$ cat src/design/phbc_pkg.sv
// Overview of operation
// - Five overlapped stages, one instruction per cycle
// - Operands read in decode, written in writeback
// - Detect read-after-write hazards, stall when needed
// - Forward alu result to decode, no stall
// - Hold decode until load data available
// - Register fifteen maps system or user stack
// - Mode change then stack alias reference interlocks
// - Mode change then first-format instruction interlocks
// - Taken non-delayed branch squashes next instruction
// - Untaken non-delayed branch squashes nothing
// - Delayed branch always executes delay slot
// - Delayed branch costs one cycle either way
// - Taken delayed branch: slot, then target
// - No exception accepted during delayed branching
package phbc_pkg;
  localparam int unsigned PHBC_REG_BITS = 4;
  localparam logic [3:0] PHBC_STACK_ALIAS_INDEX = 4'hF;
  localparam logic PHBC_MODE_RESET = 1'h0;
  localparam logic [31:0] PHBC_DATA_RESET = 32'h0;
  typedef enum logic [1:0] {
    phbc_run,
    phbc_wait_slot
  } phbc_branch_e;
endpackage : phbc_pkg

$ cat src/design/phbc_stage_if.sv
// Destination bookkeeping carried by a later pipeline stage
interface phbc_stage_if;
  logic valid;
  logic writes;
  logic is_load;
  logic [3:0] dest;
  logic [31:0] data;
  logic mode_change;
  modport stage (output valid, writes, is_load, dest, data, mode_change);
  modport user (input valid, writes, is_load, dest, data, mode_change);
endinterface : phbc_stage_if

$ cat src/design/phbc_control.sv
// Hazard, forwarding, stack alias and branch control for a 5-stage pipe.
// The decode stage presents its instruction summary; the block answers
// with registered stall, squash, forward and redirect controls.
module phbc_control
  import phbc_pkg::*;
(
  input wire logic clock,
  input wire logic rstn,
  input wire logic dec_valid,          // Decode stage holds an instruction
  input wire logic dec_reads_a,        // Operand A is read
  input wire logic [3:0] dec_src_a,    // Operand A register
  input wire logic dec_reads_b,        // Operand B is read
  input wire logic [3:0] dec_src_b,    // Operand B register
  input wire logic dec_writes,         // Instruction writes a register
  input wire logic [3:0] dec_dest,     // Destination register
  input wire logic dec_is_load,        // Data arrives in memory stage
  input wire logic dec_first_format,   // First encoding format instruction
  input wire logic dec_mode_change,    // Changes privilege_mode_bit
  input wire logic dec_new_mode,       // Value it writes to the bit
  input wire logic dec_branch,         // Branch in decode
  input wire logic dec_delayed,        // Branch is the delayed kind
  input wire logic alu_branch_taken,   // Condition result of branch in alu
  input wire logic [31:0] alu_result,  // Result computed in alu_stage
  input wire logic [31:0] mem_load_data, // Data loaded in memory stage
  input wire logic exception_interrupt_trap_request, // Exception, interrupt or trap pending
  output logic stall,                  // Freeze fetch and decode
  output logic squash,                 // Cancel instruction now in decode
  output logic redirect,               // Fetch branch target this cycle
  output logic fwd_a,                  // Use fwd_data for operand A
  output logic fwd_b,                  // Use fwd_data for operand B
  output logic [31:0] fwd_data,        // Bypassed operand value
  output logic exception_interrupt_trap_accept, // Exception taken now
  output logic privilege_mode_bit,     // Selects stack behind register 15
  output logic stack_select_system     // Register 15 is system_stack_pointer
);
  // Stages after decode: alu, memory access, writeback
  phbc_stage_if alu_if ();
  phbc_stage_if mem_if ();
  phbc_stage_if wback_if ();

  // Registered controls plus mode and branch tracking for the alu stage
  typedef struct packed {
    logic stall;
    logic squash;
    logic redirect;
    logic fwd_a;
    logic fwd_b;
    logic [31:0] fwd_data;
    logic accept;             // Exception acceptance
    logic mode;
    logic alu_new_mode;       // Mode value carried by the changer in alu
    logic alu_branch;         // Branch now in alu_stage
    logic alu_delayed;        // That branch is delayed
    phbc_branch_e bstate;     // Delay slot still in flight
  } phbc_ctl_s;
  phbc_ctl_s st;
  phbc_ctl_s next_st;

  logic hit_a_alu;
  logic hit_b_alu;
  logic hit_a_mem;
  logic hit_b_mem;
  logic load_use;
  logic alias_lock;
  logic hazard;
  logic taken_plain;
  logic issue;

  // Match decode sources against in-flight destinations
  always_comb begin
    hit_a_alu = dec_reads_a && alu_if.writes && (alu_if.dest == dec_src_a);
    hit_b_alu = dec_reads_b && alu_if.writes && (alu_if.dest == dec_src_b);
    hit_a_mem = dec_reads_a && mem_if.writes && (mem_if.dest == dec_src_a);
    hit_b_mem = dec_reads_b && mem_if.writes && (mem_if.dest == dec_src_b);
    // A load in alu has no data yet: wait exactly one cycle
    load_use = dec_valid && alu_if.is_load && (hit_a_alu || hit_b_alu);
    // Register 15 read or write, or first format, right after a mode change
    alias_lock = dec_valid && alu_if.mode_change &&
      (dec_first_format ||
       (dec_reads_a && dec_src_a == PHBC_STACK_ALIAS_INDEX) ||
       (dec_reads_b && dec_src_b == PHBC_STACK_ALIAS_INDEX) ||
       (dec_writes && dec_dest == PHBC_STACK_ALIAS_INDEX));
    taken_plain = st.alu_branch && !st.alu_delayed && alu_branch_taken;
    hazard = (load_use || alias_lock) && !taken_plain;
    issue = dec_valid && !hazard && !taken_plain;
  end

  // Later stages always advance; decode enters only when it issues
  phbc_stage u_alu (
    .clock(clock), .rstn(rstn), .kill(!issue),
    .in_valid(dec_valid), .in_writes(dec_writes), .in_is_load(dec_is_load),
    .in_dest(dec_dest), .in_data(PHBC_DATA_RESET),
    .in_mode_change(dec_mode_change), .out(alu_if.stage)
  );
  phbc_stage u_mem (
    .clock(clock), .rstn(rstn), .kill(1'b0),
    .in_valid(alu_if.valid), .in_writes(alu_if.writes), .in_is_load(alu_if.is_load),
    .in_dest(alu_if.dest), .in_data(alu_result),
    .in_mode_change(alu_if.mode_change), .out(mem_if.stage)
  );
  phbc_stage u_wback (
    .clock(clock), .rstn(rstn), .kill(1'b0),
    .in_valid(mem_if.valid), .in_writes(mem_if.writes), .in_is_load(mem_if.is_load),
    .in_dest(mem_if.dest),
    .in_data(mem_if.is_load ? mem_load_data : mem_if.data),
    .in_mode_change(1'b0), .out(wback_if.stage)
  ); // register file written from this stage

  // Next controls; outputs are registered so they apply next cycle
  always_comb begin
    next_st = st;
    next_st.stall = hazard;
    // Squash only the instruction behind a taken plain branch
    next_st.squash = taken_plain;
    // Target fetched the cycle after the branch resolves or its slot
    next_st.redirect = st.alu_branch && alu_branch_taken;
    next_st.alu_branch = issue && dec_branch;
    next_st.alu_delayed = issue && dec_branch && dec_delayed;
    // Forward to the instruction that will sit in decode next cycle:
    // alu producer when it issues, memory load data in the same cycle as the one stall
    next_st.fwd_a = 1'b0;
    next_st.fwd_b = 1'b0;
    next_st.fwd_data = st.fwd_data;
    if (load_use && !taken_plain) begin
      next_st.fwd_a = hit_a_alu;
      next_st.fwd_b = hit_b_alu;
      next_st.fwd_data = mem_load_data;
    end else if (issue && !alu_if.is_load && (hit_a_alu || hit_b_alu)) begin
      next_st.fwd_a = hit_a_alu;
      next_st.fwd_b = hit_b_alu;
      next_st.fwd_data = alu_result;
    end else if (issue && (hit_a_mem || hit_b_mem)) begin
      next_st.fwd_a = hit_a_mem;
      next_st.fwd_b = hit_b_mem;
      next_st.fwd_data = mem_if.is_load ? mem_load_data : mem_if.data;
    end
    // Mode bit takes effect as the changing instruction leaves alu
    // Capture the changer's own new value as it issues; decode moves on
    if (issue && dec_mode_change) begin
      next_st.alu_new_mode = dec_new_mode;
    end
    if (alu_if.mode_change) begin
      next_st.mode = st.alu_new_mode;
    end
    // Track the delay slot so exceptions wait for it to pass
    case (st.bstate)
      phbc_run: begin
        if (issue && dec_branch && dec_delayed) begin
          next_st.bstate = phbc_wait_slot;
        end
      end
      phbc_wait_slot: begin
        if (issue) begin
          next_st.bstate = phbc_run; // Slot has entered alu
        end
      end
      default: next_st.bstate = phbc_run;
    endcase
    // Block acceptance while a delayed branch or its slot is in flight
    next_st.accept = exception_interrupt_trap_request && st.bstate == phbc_run &&
      !(dec_valid && dec_branch && dec_delayed) && !st.alu_delayed;
  end

  // Synchronous active-low reset
  always_ff @(posedge clock) begin
    if (!rstn) begin
      st <= '{stall: 1'b0, squash: 1'b0, redirect: 1'b0, fwd_a: 1'b0, fwd_b: 1'b0,
              fwd_data: PHBC_DATA_RESET, accept: 1'b0, mode: PHBC_MODE_RESET,
              alu_new_mode: PHBC_MODE_RESET, alu_branch: 1'b0, alu_delayed: 1'b0,
              bstate: phbc_run};
    end else begin
      st <= next_st;
    end
  end

  assign stall = st.stall;
  assign squash = st.squash;
  assign redirect = st.redirect;
  assign fwd_a = st.fwd_a;
  assign fwd_b = st.fwd_b;
  assign fwd_data = st.fwd_data;
  assign exception_interrupt_trap_accept = st.accept;
  assign privilege_mode_bit = st.mode;
  assign stack_select_system = !st.mode; // mode 0 selects system stack
endmodule : phbc_control

$ cat src/design/phbc_stage.sv
// One pipeline latch of destination info; bubble when kill is high
module phbc_stage
  import phbc_pkg::*;
(
  input wire logic clock,
  input wire logic rstn,
  input wire logic kill,
  input wire logic in_valid,
  input wire logic in_writes,
  input wire logic in_is_load,
  input wire logic [3:0] in_dest,
  input wire logic [31:0] in_data,
  input wire logic in_mode_change,
  phbc_stage_if.stage out
);
  typedef struct packed {
    logic valid;
    logic writes;
    logic is_load;
    logic [3:0] dest;
    logic [31:0] data;
    logic mode_change;
  } phbc_stage_s;
  phbc_stage_s st;
  phbc_stage_s next_st;

  // Bubble carries no write so later stages stay harmless
  always_comb begin
    next_st = '{in_valid, in_writes, in_is_load, in_dest, in_data, in_mode_change};
    if (kill || !in_valid) begin
      next_st.valid = 1'b0;
      next_st.writes = 1'b0;
      next_st.is_load = 1'b0;
      next_st.mode_change = 1'b0;
    end
  end

  // Synchronous active-low reset clears the stage
  always_ff @(posedge clock) begin
    if (!rstn) begin
      st <= '0;
    end else begin
      st <= next_st;
    end
  end

  assign out.valid = st.valid;
  assign out.writes = st.writes;
  assign out.is_load = st.is_load;
  assign out.dest = st.dest;
  assign out.data = st.data;
  assign out.mode_change = st.mode_change;
endmodule : phbc_stage

$ cat config.mk
export PLATFORM = sky130hd
export DESIGN_NAME = phbc_control
export DESIGN_NICKNAME = d
export VERILOG_FILES = /design/src/design/phbc_pkg.sv /design/src/design/phbc_stage_if.sv /design/src/design/phbc_control.sv /design/src/design/phbc_stage.sv
export SDC_FILE = /design/constraint.sdc
export NUM_CORES = 1
export LEC_CHECK = 0
export BUFFER_PORTS_ARGS = -buffer_cell sky130_fd_sc_hd__buf_2
export CORE_UTILIZATION = 30
export CTS_CLUSTER_DIAMETER = 30
export CTS_CLUSTER_SIZE = 14
export DETAILED_ROUTE_END_ITERATION = 10
export PLACE_DENSITY = 0.52
export SLEW_MARGIN = 10
export SYNTH_ARGS = -nofsm -noshare
export SYNTH_HDL_FRONTEND = slang
export SYNTH_HIERARCHICAL = 1
export SYNTH_SLANG_ARGS = --single-unit
$ cat constraint.sdc
create_clock -name clock -period 2.6 [get_ports clock]
set_clock_uncertainty 0.05 [all_clocks]
set_input_delay 0.26 -clock clock [delete_from_list [all_inputs] [get_ports clock]]
set_output_delay 0.26 -clock clock [all_outputs]
set_load 0.005 [all_outputs]
==> reports/summary.txt, run 1 <==
CTS Buf Count = 9
DR pass1 iterations = 4
Max_slew headroom = 0.591
Syn Inst Count = 407
Total of max-cap violations = 0
Final setup vio count = 0
DRC viols = 0
CTS resizes = 0
Synthesis warning total = 6
Setup WS pre-CTS = 0.129 ns
Setup TNS = 0 ns
Ant diodes = 0
Port buffer count = 129
First-pass GRT wire length = 16.9 mm
CP required = 2.75 ns
Max-slew violations = 0
Htree depth = 3
Crit path capture type = register
Die Y = 119 um
Post-CTS Setup Bufs = 0
Core Footprint = 13300 um2
Row Count = 42
Worst setup slack after layout = 0.238 ns
Fin util = 0.375
Fraction of layout cells with a size suffix above 1 = 0.460
Area Growth Syn to Fin = 21.7%
FF-to-FF path depth = 7
HP Start = dec_delayed
DIE AREA = 14100 um2
Drt initial violations = 201
Peak VDD IR = 0.245 mV
Clk sinks = 89
Hold path endpoint = exception_interrupt_trap_accept
Critical path arrival = 2.51 ns
Root buf cell = clkbuf_16
P_leak = 0.00209 uW
Hold path cells = 2
Total Power = 3030 uW
Clock Path Buffers = 2
I/O pins = 130
Worst hold path type = input pin to register
Unrepaired setup endpoints after global routing = no
Syn Area/Cell = 10.1 um2
Pwr/cell area = 608 nW/um2
Worst slew pin tran = 0.607 ns
Type of the worst setup path = register to register
DP Wirelength = 7.42 mm
Final Hold Vio Count = 0
Clk Latency, worst-skew pair = 0.34 ns
Reg clk slew, reported paths = 0.06 ns
Largest net degree at the start of global routing = 40
Via count = 3271
Post-CTS Hold Buffers = 0
Tmin final = 2.36 ns
Die width = 119 um
GRT Util Overall = 0.156
Nets = 590
Via density = 4.81
Routed WL = 10.6 mm
Fmax = 423 MHz
Routability cong. = 0.777
Initial Util = 0.308
Final Cycle Share = 0.909
Initial antenna violation count = 0
R2R Path End = fwd_data[16]
DR WL/cell = 15.5 um
R2R setup slack = 0.24 ns
CTS tree = yes
Antenna Nets Post-Route = 0
RR Startpoint = u_alu/out.dest[0]
Crit path launch type = register
Total grt overflow = 0
Vias in the first global route = 3319
Synth Cell Area = 4100 um2
Critical path fanouts, max = 18
Outcome = complete, no violations
[metrics by stage]
stage	cells	hold WS, ns	instance area [um2]
final	680	0.0798	4990
after global routing	680	0.0709	4990
after CTS	680	0.0630	4990
after detailed placement	665	0.379	4670
after global placement	665	0.384	4670
after floorplan	408	0.308	4100
[flip-flops by register name, summed over array words and instances, names as in the netlist, 4 cells and up]
signal          cells
fwd_data           32
u_mem/out.data     32
st                  4
u_alu/out.dest      4
u_mem/out.dest      4
[critical path, stage by stage (launching register included)]
cell and delay, ns:
dfxtp_1 0.34, xor2_1 0.18, nor3_2 0.32, a22oi_1 0.16, or4b_2 0.69, buf_4 0.27
o22ai_2 0.14, o32ai_1 0.08
[cells in the final DEF (no fill, tap or decap), types with 4 or more instances in the layout]
cell and n:
a21oi_1 35, and2_1 9, and2_2 31, and3_1 4, and4b_1 5, buf_2 129
buf_4 12, clkbuf_16 9, clkbuf_8 4, dfxtp_1 89, inv_1 24, mux2i_1 4
nand2_1 7, nand3_1 5, nand4_1 14, nor2_1 5, o22ai_2 30, o31ai_1 12
o32ai_1 19, xor2_1 13
[cell type report]
type / instances / area [um2]
Inverter: 25 / 93.8
Fill cell: 1379 / 8310
Multi-Input combinational cell: 233 / 1820
Tap cell: 176 / 220
Clock inverter: 2 / 35.0
Clock buffer: 13 / 280
Sequential cell: 89 / 1780
Timing Repair Buffer: 142 / 756
[worst max-delay path by stage]
stage                     slack (ns)           end  depth (start not counted)               from
after detailed placement        0.13  fwd_data[24]                          8        dec_dest[3]
after CTS                       0.23  fwd_data[24]                          7  u_alu/out.dest[0]
after global placement          0.18  fwd_data[24]                          8        dec_dest[3]
final                           0.24  fwd_data[16]                          7  u_alu/out.dest[0]
after floorplan                 0.64   fwd_data[0]                          8  u_alu/out.dest[0]
after global routing            0.09   fwd_data[9]                          7  u_alu/out.dest[0]
[layer usage]
metal,part of all wire,GRT usage
met2,0.47,0.248
met1,0.46,0.203
met5,0,0
met3,0.051,0.0297
met4,0.019,0.0744
[where the power goes]
group	switching (uW)	internal, uW
Clock	528	843
Sequential	19.7	1400
Combinational	110	128
Power figures use the tool's default switching activity.
==> inputs of run 2 (changes only) <==
--- a/config.mk
+++ b/config.mk
@@ -6,11 +6,13 @@
 export NUM_CORES = 1
 export LEC_CHECK = 0
 export BUFFER_PORTS_ARGS = -buffer_cell sky130_fd_sc_hd__buf_2
+export CELL_PAD_IN_SITES_DETAIL_PLACEMENT = 0
+export CELL_PAD_IN_SITES_GLOBAL_PLACEMENT = 1
 export CORE_UTILIZATION = 30
 export CTS_CLUSTER_DIAMETER = 30
 export CTS_CLUSTER_SIZE = 14
 export DETAILED_ROUTE_END_ITERATION = 10
-export PLACE_DENSITY = 0.52
+export PLACE_DENSITY = 0.64
 export SLEW_MARGIN = 10
 export SYNTH_ARGS = -nofsm -noshare
 export SYNTH_HDL_FRONTEND = slang
==> run 2 against run 1 <==
  * Power fell by 1.0%
  * Register-to-register slack improved by 0.06 ns
  * Combinational power barely moved
==> reports/summary.txt, run 2 (same netlist as run 1, synthesis figures left out) <==
Clk Latency, worst-skew pair = 0.35 ns (about the same)
RR Startpoint = st[2]
Max stage delay cell, worst path = a32oi_2
Tmin final = 2.30 ns (-0.0576 ns)
Crit path capture type = register
DIE AREA = 14100 um2 (unchanged)
Core Footprint = 13300 um2 (unchanged)
Met3 wire len = 607 um (+13%)
CTS Buf Count = 9 (unchanged)
Max_slew headroom = 0.615 (+0.0240)
Final Cycle Share = 0.886 (-0.0221)
Final Hold Vio Count = 0 (unchanged)
Outcome = complete, no violations
Worst slew pin tran = 0.577 ns (-0.0304 ns)
Critical path arrival = 2.46 ns (-0.05 ns)
Port buffer count = 129 (unchanged)
FF-to-FF path depth = 7 (unchanged)
Final setup vio count = 0 (unchanged)
Area Growth Syn to Fin = 22.2%
Worst path bufs/invs = 1 (unchanged)
Clk sinks = 89 (unchanged)
CTS tree = yes
Total grt overflow = 0 (unchanged)
Via count = 3285 (+0.43%)
DR WL/cell = 15.8 um (+2.0%)
Root buf cell = clkbuf_16
Commonest non-fill, non-tap cells in the layout = buf_2 (129), dfxtp_1 (89), a21oi_1 (35)
CTS resizes = 0 (unchanged)
Clock Path Buffers = 2 (unchanged)
R2R setup slack = 0.30 ns (+0.06 ns)
Via density = 4.82 (+0.28%)
Initial Util = 0.308 (unchanged)
Reg clk slew, reported paths = 0.06 ns (about the same)
First-pass GRT wire length = 17.5 mm (+3.5%)
Worst hold path type = input pin to register
DR pass1 iterations = 5 (+1)
CP top delay family = compound AO/OA/AOI/OAI gates
Hold path endpoint = exception_interrupt_trap_accept
Commonest non-fill, non-tap cell in the layout = buf_2
Routability cong. = 0.780 (+0.41%)
Cell Chain, Critical Path = nand3b_1 -> and2_0 -> a32oi_2 -> nor2_2 -> o21ai_2 -> buf_12 -> o32ai_1
Initial antenna violation count = 0 (unchanged)
Peak VDD IR = 0.278 mV (+14%)
Antenna Nets Post-Route = 0 (unchanged)
R2R Path End = fwd_data[20]
Met1 Routed Length = 5.18 mm (+6.4%)
P_leak = 0.00209 uW (+0.25%)
Post-CTS Setup Bufs = 0 (unchanged)
Die width = 119 um (unchanged)
Total of max-cap violations = 0 (unchanged)
Ant diodes = 0 (unchanged)
Type of the worst setup path = register to register
GRT Util Overall = 0.161 (+0.00528)
Largest net degree at the start of global routing = 63 (+57%)
DRC viols = 0 (unchanged)
CP required = 2.76 ns (about the same)
Setup TNS = 0 ns (unchanged)
Row Count = 42 (unchanged)
Die Y = 119 um (unchanged)
Unrepaired setup endpoints after global routing = no
Post-CTS Hold Buffers = 0 (unchanged)
Vias in the first global route = 3425 (+3.2%)
Fillers = 1362 (-1.2%)
Wire length on met2 = 4.76 mm (-4.0%)
Fraction of layout cells with a size suffix above 1 = 0.459 (-0.000912)
Worst setup slack after layout = 0.295 ns (+0.0576 ns)
Htree depth = 3 (unchanged)
HP Start = dec_delayed
Critical path fanouts, max = 26 (+8)
Slowest cell delay on critical path = 0.44 ns (-0.25 ns)
Hold path cells = 2 (unchanged)
Drt initial violations = 187 (-7.0%)
Top Layer Used = met4
Routed WL = 10.8 mm (+2.2%)
Worst hold slack = 0.0643 ns (-0.0155 ns)
Crit path launch type = register
I/O pins = 130 (unchanged)
Pwr/cell area = 599 nW/um2 (-1.4%)
Fmax = 434 MHz (+2.5%)
Setup WS pre-CTS = 0.192 ns (+0.0627 ns)
DP Wirelength = 7.49 mm (+0.92%)
Max-slew violations = 0 (unchanged)
Nets = 590 (unchanged)
[run 2: cell types whose count changed in the layout (fill, tap and decap cells not counted), sizes merged]
cell and change:
clkbuf -1, clkinv +1, clkinvlp +1
[run 2: worst max path at each step]
stage	start	end	slack (ns)	depth (start not counted)
2_1_floorplan	u_alu/out.dest[0]	fwd_data[0]	0.64	8
3_3_place_gp	dec_dest[3]	fwd_data[27]	0.24	8
3_5_place_dp	dec_dest[3]	fwd_data[27]	0.19	8
4_1_cts	st[2]	fwd_data[20]	0.27	6
5_1_grt	st[2]	fwd_data[2]	0.12	6
6_report	st[2]	fwd_data[20]	0.30	7
[run 2: layout make-up]
cell class	count	area, um2	share of cell area
clock inverter	4	51.3	0.0102
sequential	89	1780	0.356
tap	176	220	0.0440
multi-input combinational	233	1820	0.364
clock buffer	12	256	0.0512
inverter	25	93.8	0.0187
timing repair buffer	142	781	0.156
[run 2: routing by layer]
layer | up-vias | GRT usage
li1 | 1612 | -
met1 | 1549 | 0.208
met2 | 110 | 0.257
met3 | 14 | 0.0340
met4 | 0 | 0.0744
met5 | - | 0
[run 2: stage by stage]
step	util	cell area (um2)	total power, uW	std cells
finish	0.377	5010	3000	681
CTS	0.377	5010	3050	681
global placement	0.353	4700	1690	665
floorplan	-	4100	1580	408
global route	0.377	5010	3130	681
detailed placement	0.353	4700	1690	665
[run 2: report_power, final]
group | internal [uW] | leakage [uW] | switching [uW]
Clock | 797 | 0.000149 | 540
Sequential | 1400 | 0.000729 | 19.7
Combinational | 129 | 0.00122 | 110
Total | 2330 | 0.00209 | 671
==> inputs of run 3 (changes only) <==
--- a/config.mk
+++ b/config.mk
@@ -12,6 +12,7 @@
 export CTS_CLUSTER_DIAMETER = 30
 export CTS_CLUSTER_SIZE = 14
 export DETAILED_ROUTE_END_ITERATION = 10
+export HOLD_SLACK_MARGIN = 0.12
 export PLACE_DENSITY = 0.64
 export SLEW_MARGIN = 10
 export SYNTH_ARGS = -nofsm -noshare
==> run 3 against run 2 <==
  * Via count grew 3.4%
  * Final area is 8.3% higher
  * Largest cell class unchanged
  * Die area stayed put
  * Critical path type is now input pin to register
==> reports/summary.txt, run 3 (same netlist as run 1, synthesis figures left out) <==
Routability cong. = 0.780 (unchanged)
Fraction of layout cells with a size suffix above 1 = 0.428 (-0.0319)
First-pass GRT wire length = 18.0 mm (+2.6%)
Final setup vio count = 0 (unchanged)
Core Footprint = 13300 um2 (unchanged)
Max stage delay cell, worst path = or4b_2
Tmin final = 2.53 ns (+0.223 ns)
Fmax = 396 MHz (-8.8%)
Initial antenna violation count = 0 (unchanged)
Outcome = complete, no violations
Clk Latency, worst-skew pair = 0.35 ns (about the same)
Area Growth Syn to Fin = 32.4%
P_leak = 0.00226 uW (+8.2%)
Critical path fanouts, max = 24 (-7.7%)
Pwr/cell area = 563 nW/um2 (-6.0%)
Ant diodes = 0 (unchanged)
HP Start = alu_result[18]
Via density = 4.71 (-2.3%)
I/O pins = 130 (unchanged)
Total Power = 3060 uW (+1.9%)
Largest net degree at the start of global routing = 63 (unchanged)
Cell Chain, Critical Path = dlygate4sd3_1 -> buf_2 -> and3_1 -> a31oi_2 -> a31oi_1 -> or4b_2 -> buf_12 -> o22ai_1 -> o32ai_1
Hold path cells = 2 (unchanged)
RR Startpoint = u_alu/out.dest[0]
Peak VDD IR = 0.279 mV (+0.31%)
DR pass1 iterations = 4 (-1)
Htree depth = 3 (unchanged)
Critical path arrival = 2.70 ns (+0.24 ns)
DR WL/cell = 15.4 um (-2.6%)
Nets = 630 (+6.8%)
Setup TNS = 0 ns (unchanged)
Drt initial violations = 184 (-1.6%)
Routed WL = 11.1 mm (+3.1%)
Final Hold Vio Count = 0 (unchanged)
Total of max-cap violations = 0 (unchanged)
Commonest non-fill, non-tap cells in the layout = buf_2 (129), dfxtp_1 (89), dlygate4sd3_1 (40)
R2R setup slack = 0.31 ns (about the same)
DRC viols = 0 (unchanged)
CTS tree = yes
Initial Util = 0.308 (unchanged)
DIE AREA = 14100 um2 (unchanged)
FF-to-FF path depth = 7 (unchanged)
Slowest cell delay on critical path = 0.70 ns (+0.26 ns)
Port buffer count = 129 (unchanged)
Vias in the first global route = 3562 (+4.0%)
Die Y = 119 um (unchanged)
Max_slew headroom = 0.617 (+0.00110)
Root buf cell = clkbuf_16
Clock Path Buffers = 2 (unchanged)
Unrepaired setup endpoints after global routing = no
Total grt overflow = 0 (unchanged)
Via count = 3397 (+3.4%)
DP Wirelength = 7.49 mm (unchanged)
Crit path launch type = input pin
Reg clk slew, reported paths = 0.06 ns (about the same)
Antenna Nets Post-Route = 0 (unchanged)
Type of the worst setup path = input pin to register
Row Count = 42 (unchanged)
Final Cycle Share = 0.972 (+0.0857)
Max-slew violations = 0 (unchanged)
Die width = 119 um (unchanged)
CP required = 2.77 ns (about the same)
CTS Buf Count = 9 (unchanged)
Worst hold path type = input pin to register
Hold path endpoint = u_mem/out.data[18]
Crit path capture type = register
Commonest non-fill, non-tap cell in the layout = buf_2
GRT Util Overall = 0.165 (+0.00381)
Worst slew pin tran = 0.575 ns (-0.00165 ns)
R2R Path End = fwd_data[27]
Clk sinks = 89 (unchanged)
## run 3: what timing repair did
item,in CTS,in global routing
hold buffers,40,0
setup endpoints to repair,0,31
buffers inserted,0,0
endpoints found under the hold margin,41,0
gates resized for setup,0,3
## run 3: layout make-up
class,instances,area (um2)
Clock inverter,4,51.3
Multi-Input combinational cell,233,1840
Clock buffer,12,256
Inverter,25,93.8
Timing Repair Buffer,182,1180
Tap cell,176,220
Sequential cell,89,1780
Fill cell,1325,7870
## run 3: per-stage QoR
step / utilization / cell area (um2) / setup WS (ns) / hold slack [ns] / cells
CTS: 0.407 / 5410 / 0.0186 / 0.124 / 721
global route: 0.408 / 5430 / 0.00000933 / 0.129 / 721
finish: 0.408 / 5430 / 0.0724 / 0.143 / 721
global placement: 0.353 / 4700 / 0.236 / 0.387 / 665
detailed placement: 0.353 / 4700 / 0.192 / 0.386 / 665
floorplan: - / 4100 / 0.639 / 0.308 / 408
## run 3: how the worst max path moves through the flow
stage,from,endpoint,slack (ns),depth (start not counted)
global route,alu_branch_taken,fwd_data[2],0.000009,9
floorplan,u_alu/out.dest[0],fwd_data[0],0.64,8
CTS,dec_dest[3],fwd_data[27],0.02,9
finish,dec_dest[3],fwd_data[27],0.07,9
detailed placement,dec_dest[3],fwd_data[27],0.19,8
global placement,dec_dest[3],fwd_data[27],0.24,8
## run 3: power by group
| group | leakage, uW | internal, uW | switching, uW | total [uW] |
|---|---|---|---|---|
| clock | 0.000149 | 798 | 547 | 1340 |
| combinational | 0.00139 | 169 | 120 | 289 |
| sequential | 0.000729 | 1400 | 19.9 | 1420 |
## run 3: routing by layer
| metal | global-route usage | vias up | part of all wire |
|---|---|---|---|
| met4 | 0.0744 | 0 | 0.022 |
| li1 | - | 1693 | - |
| met1 | 0.213 | 1587 | 0.48 |
| met3 | 0.0302 | 14 | 0.049 |
| met5 | 0 | - | 0 |
| met2 | 0.268 | 103 | 0.45 |
## run 3: worst max-delay path: cells and delay by family
family	cells	cell delay, ns
AO/OA/AOI/OAI	4	0.67
buffers and inverters	3	0.89
AND/OR/NAND/NOR	2	0.88
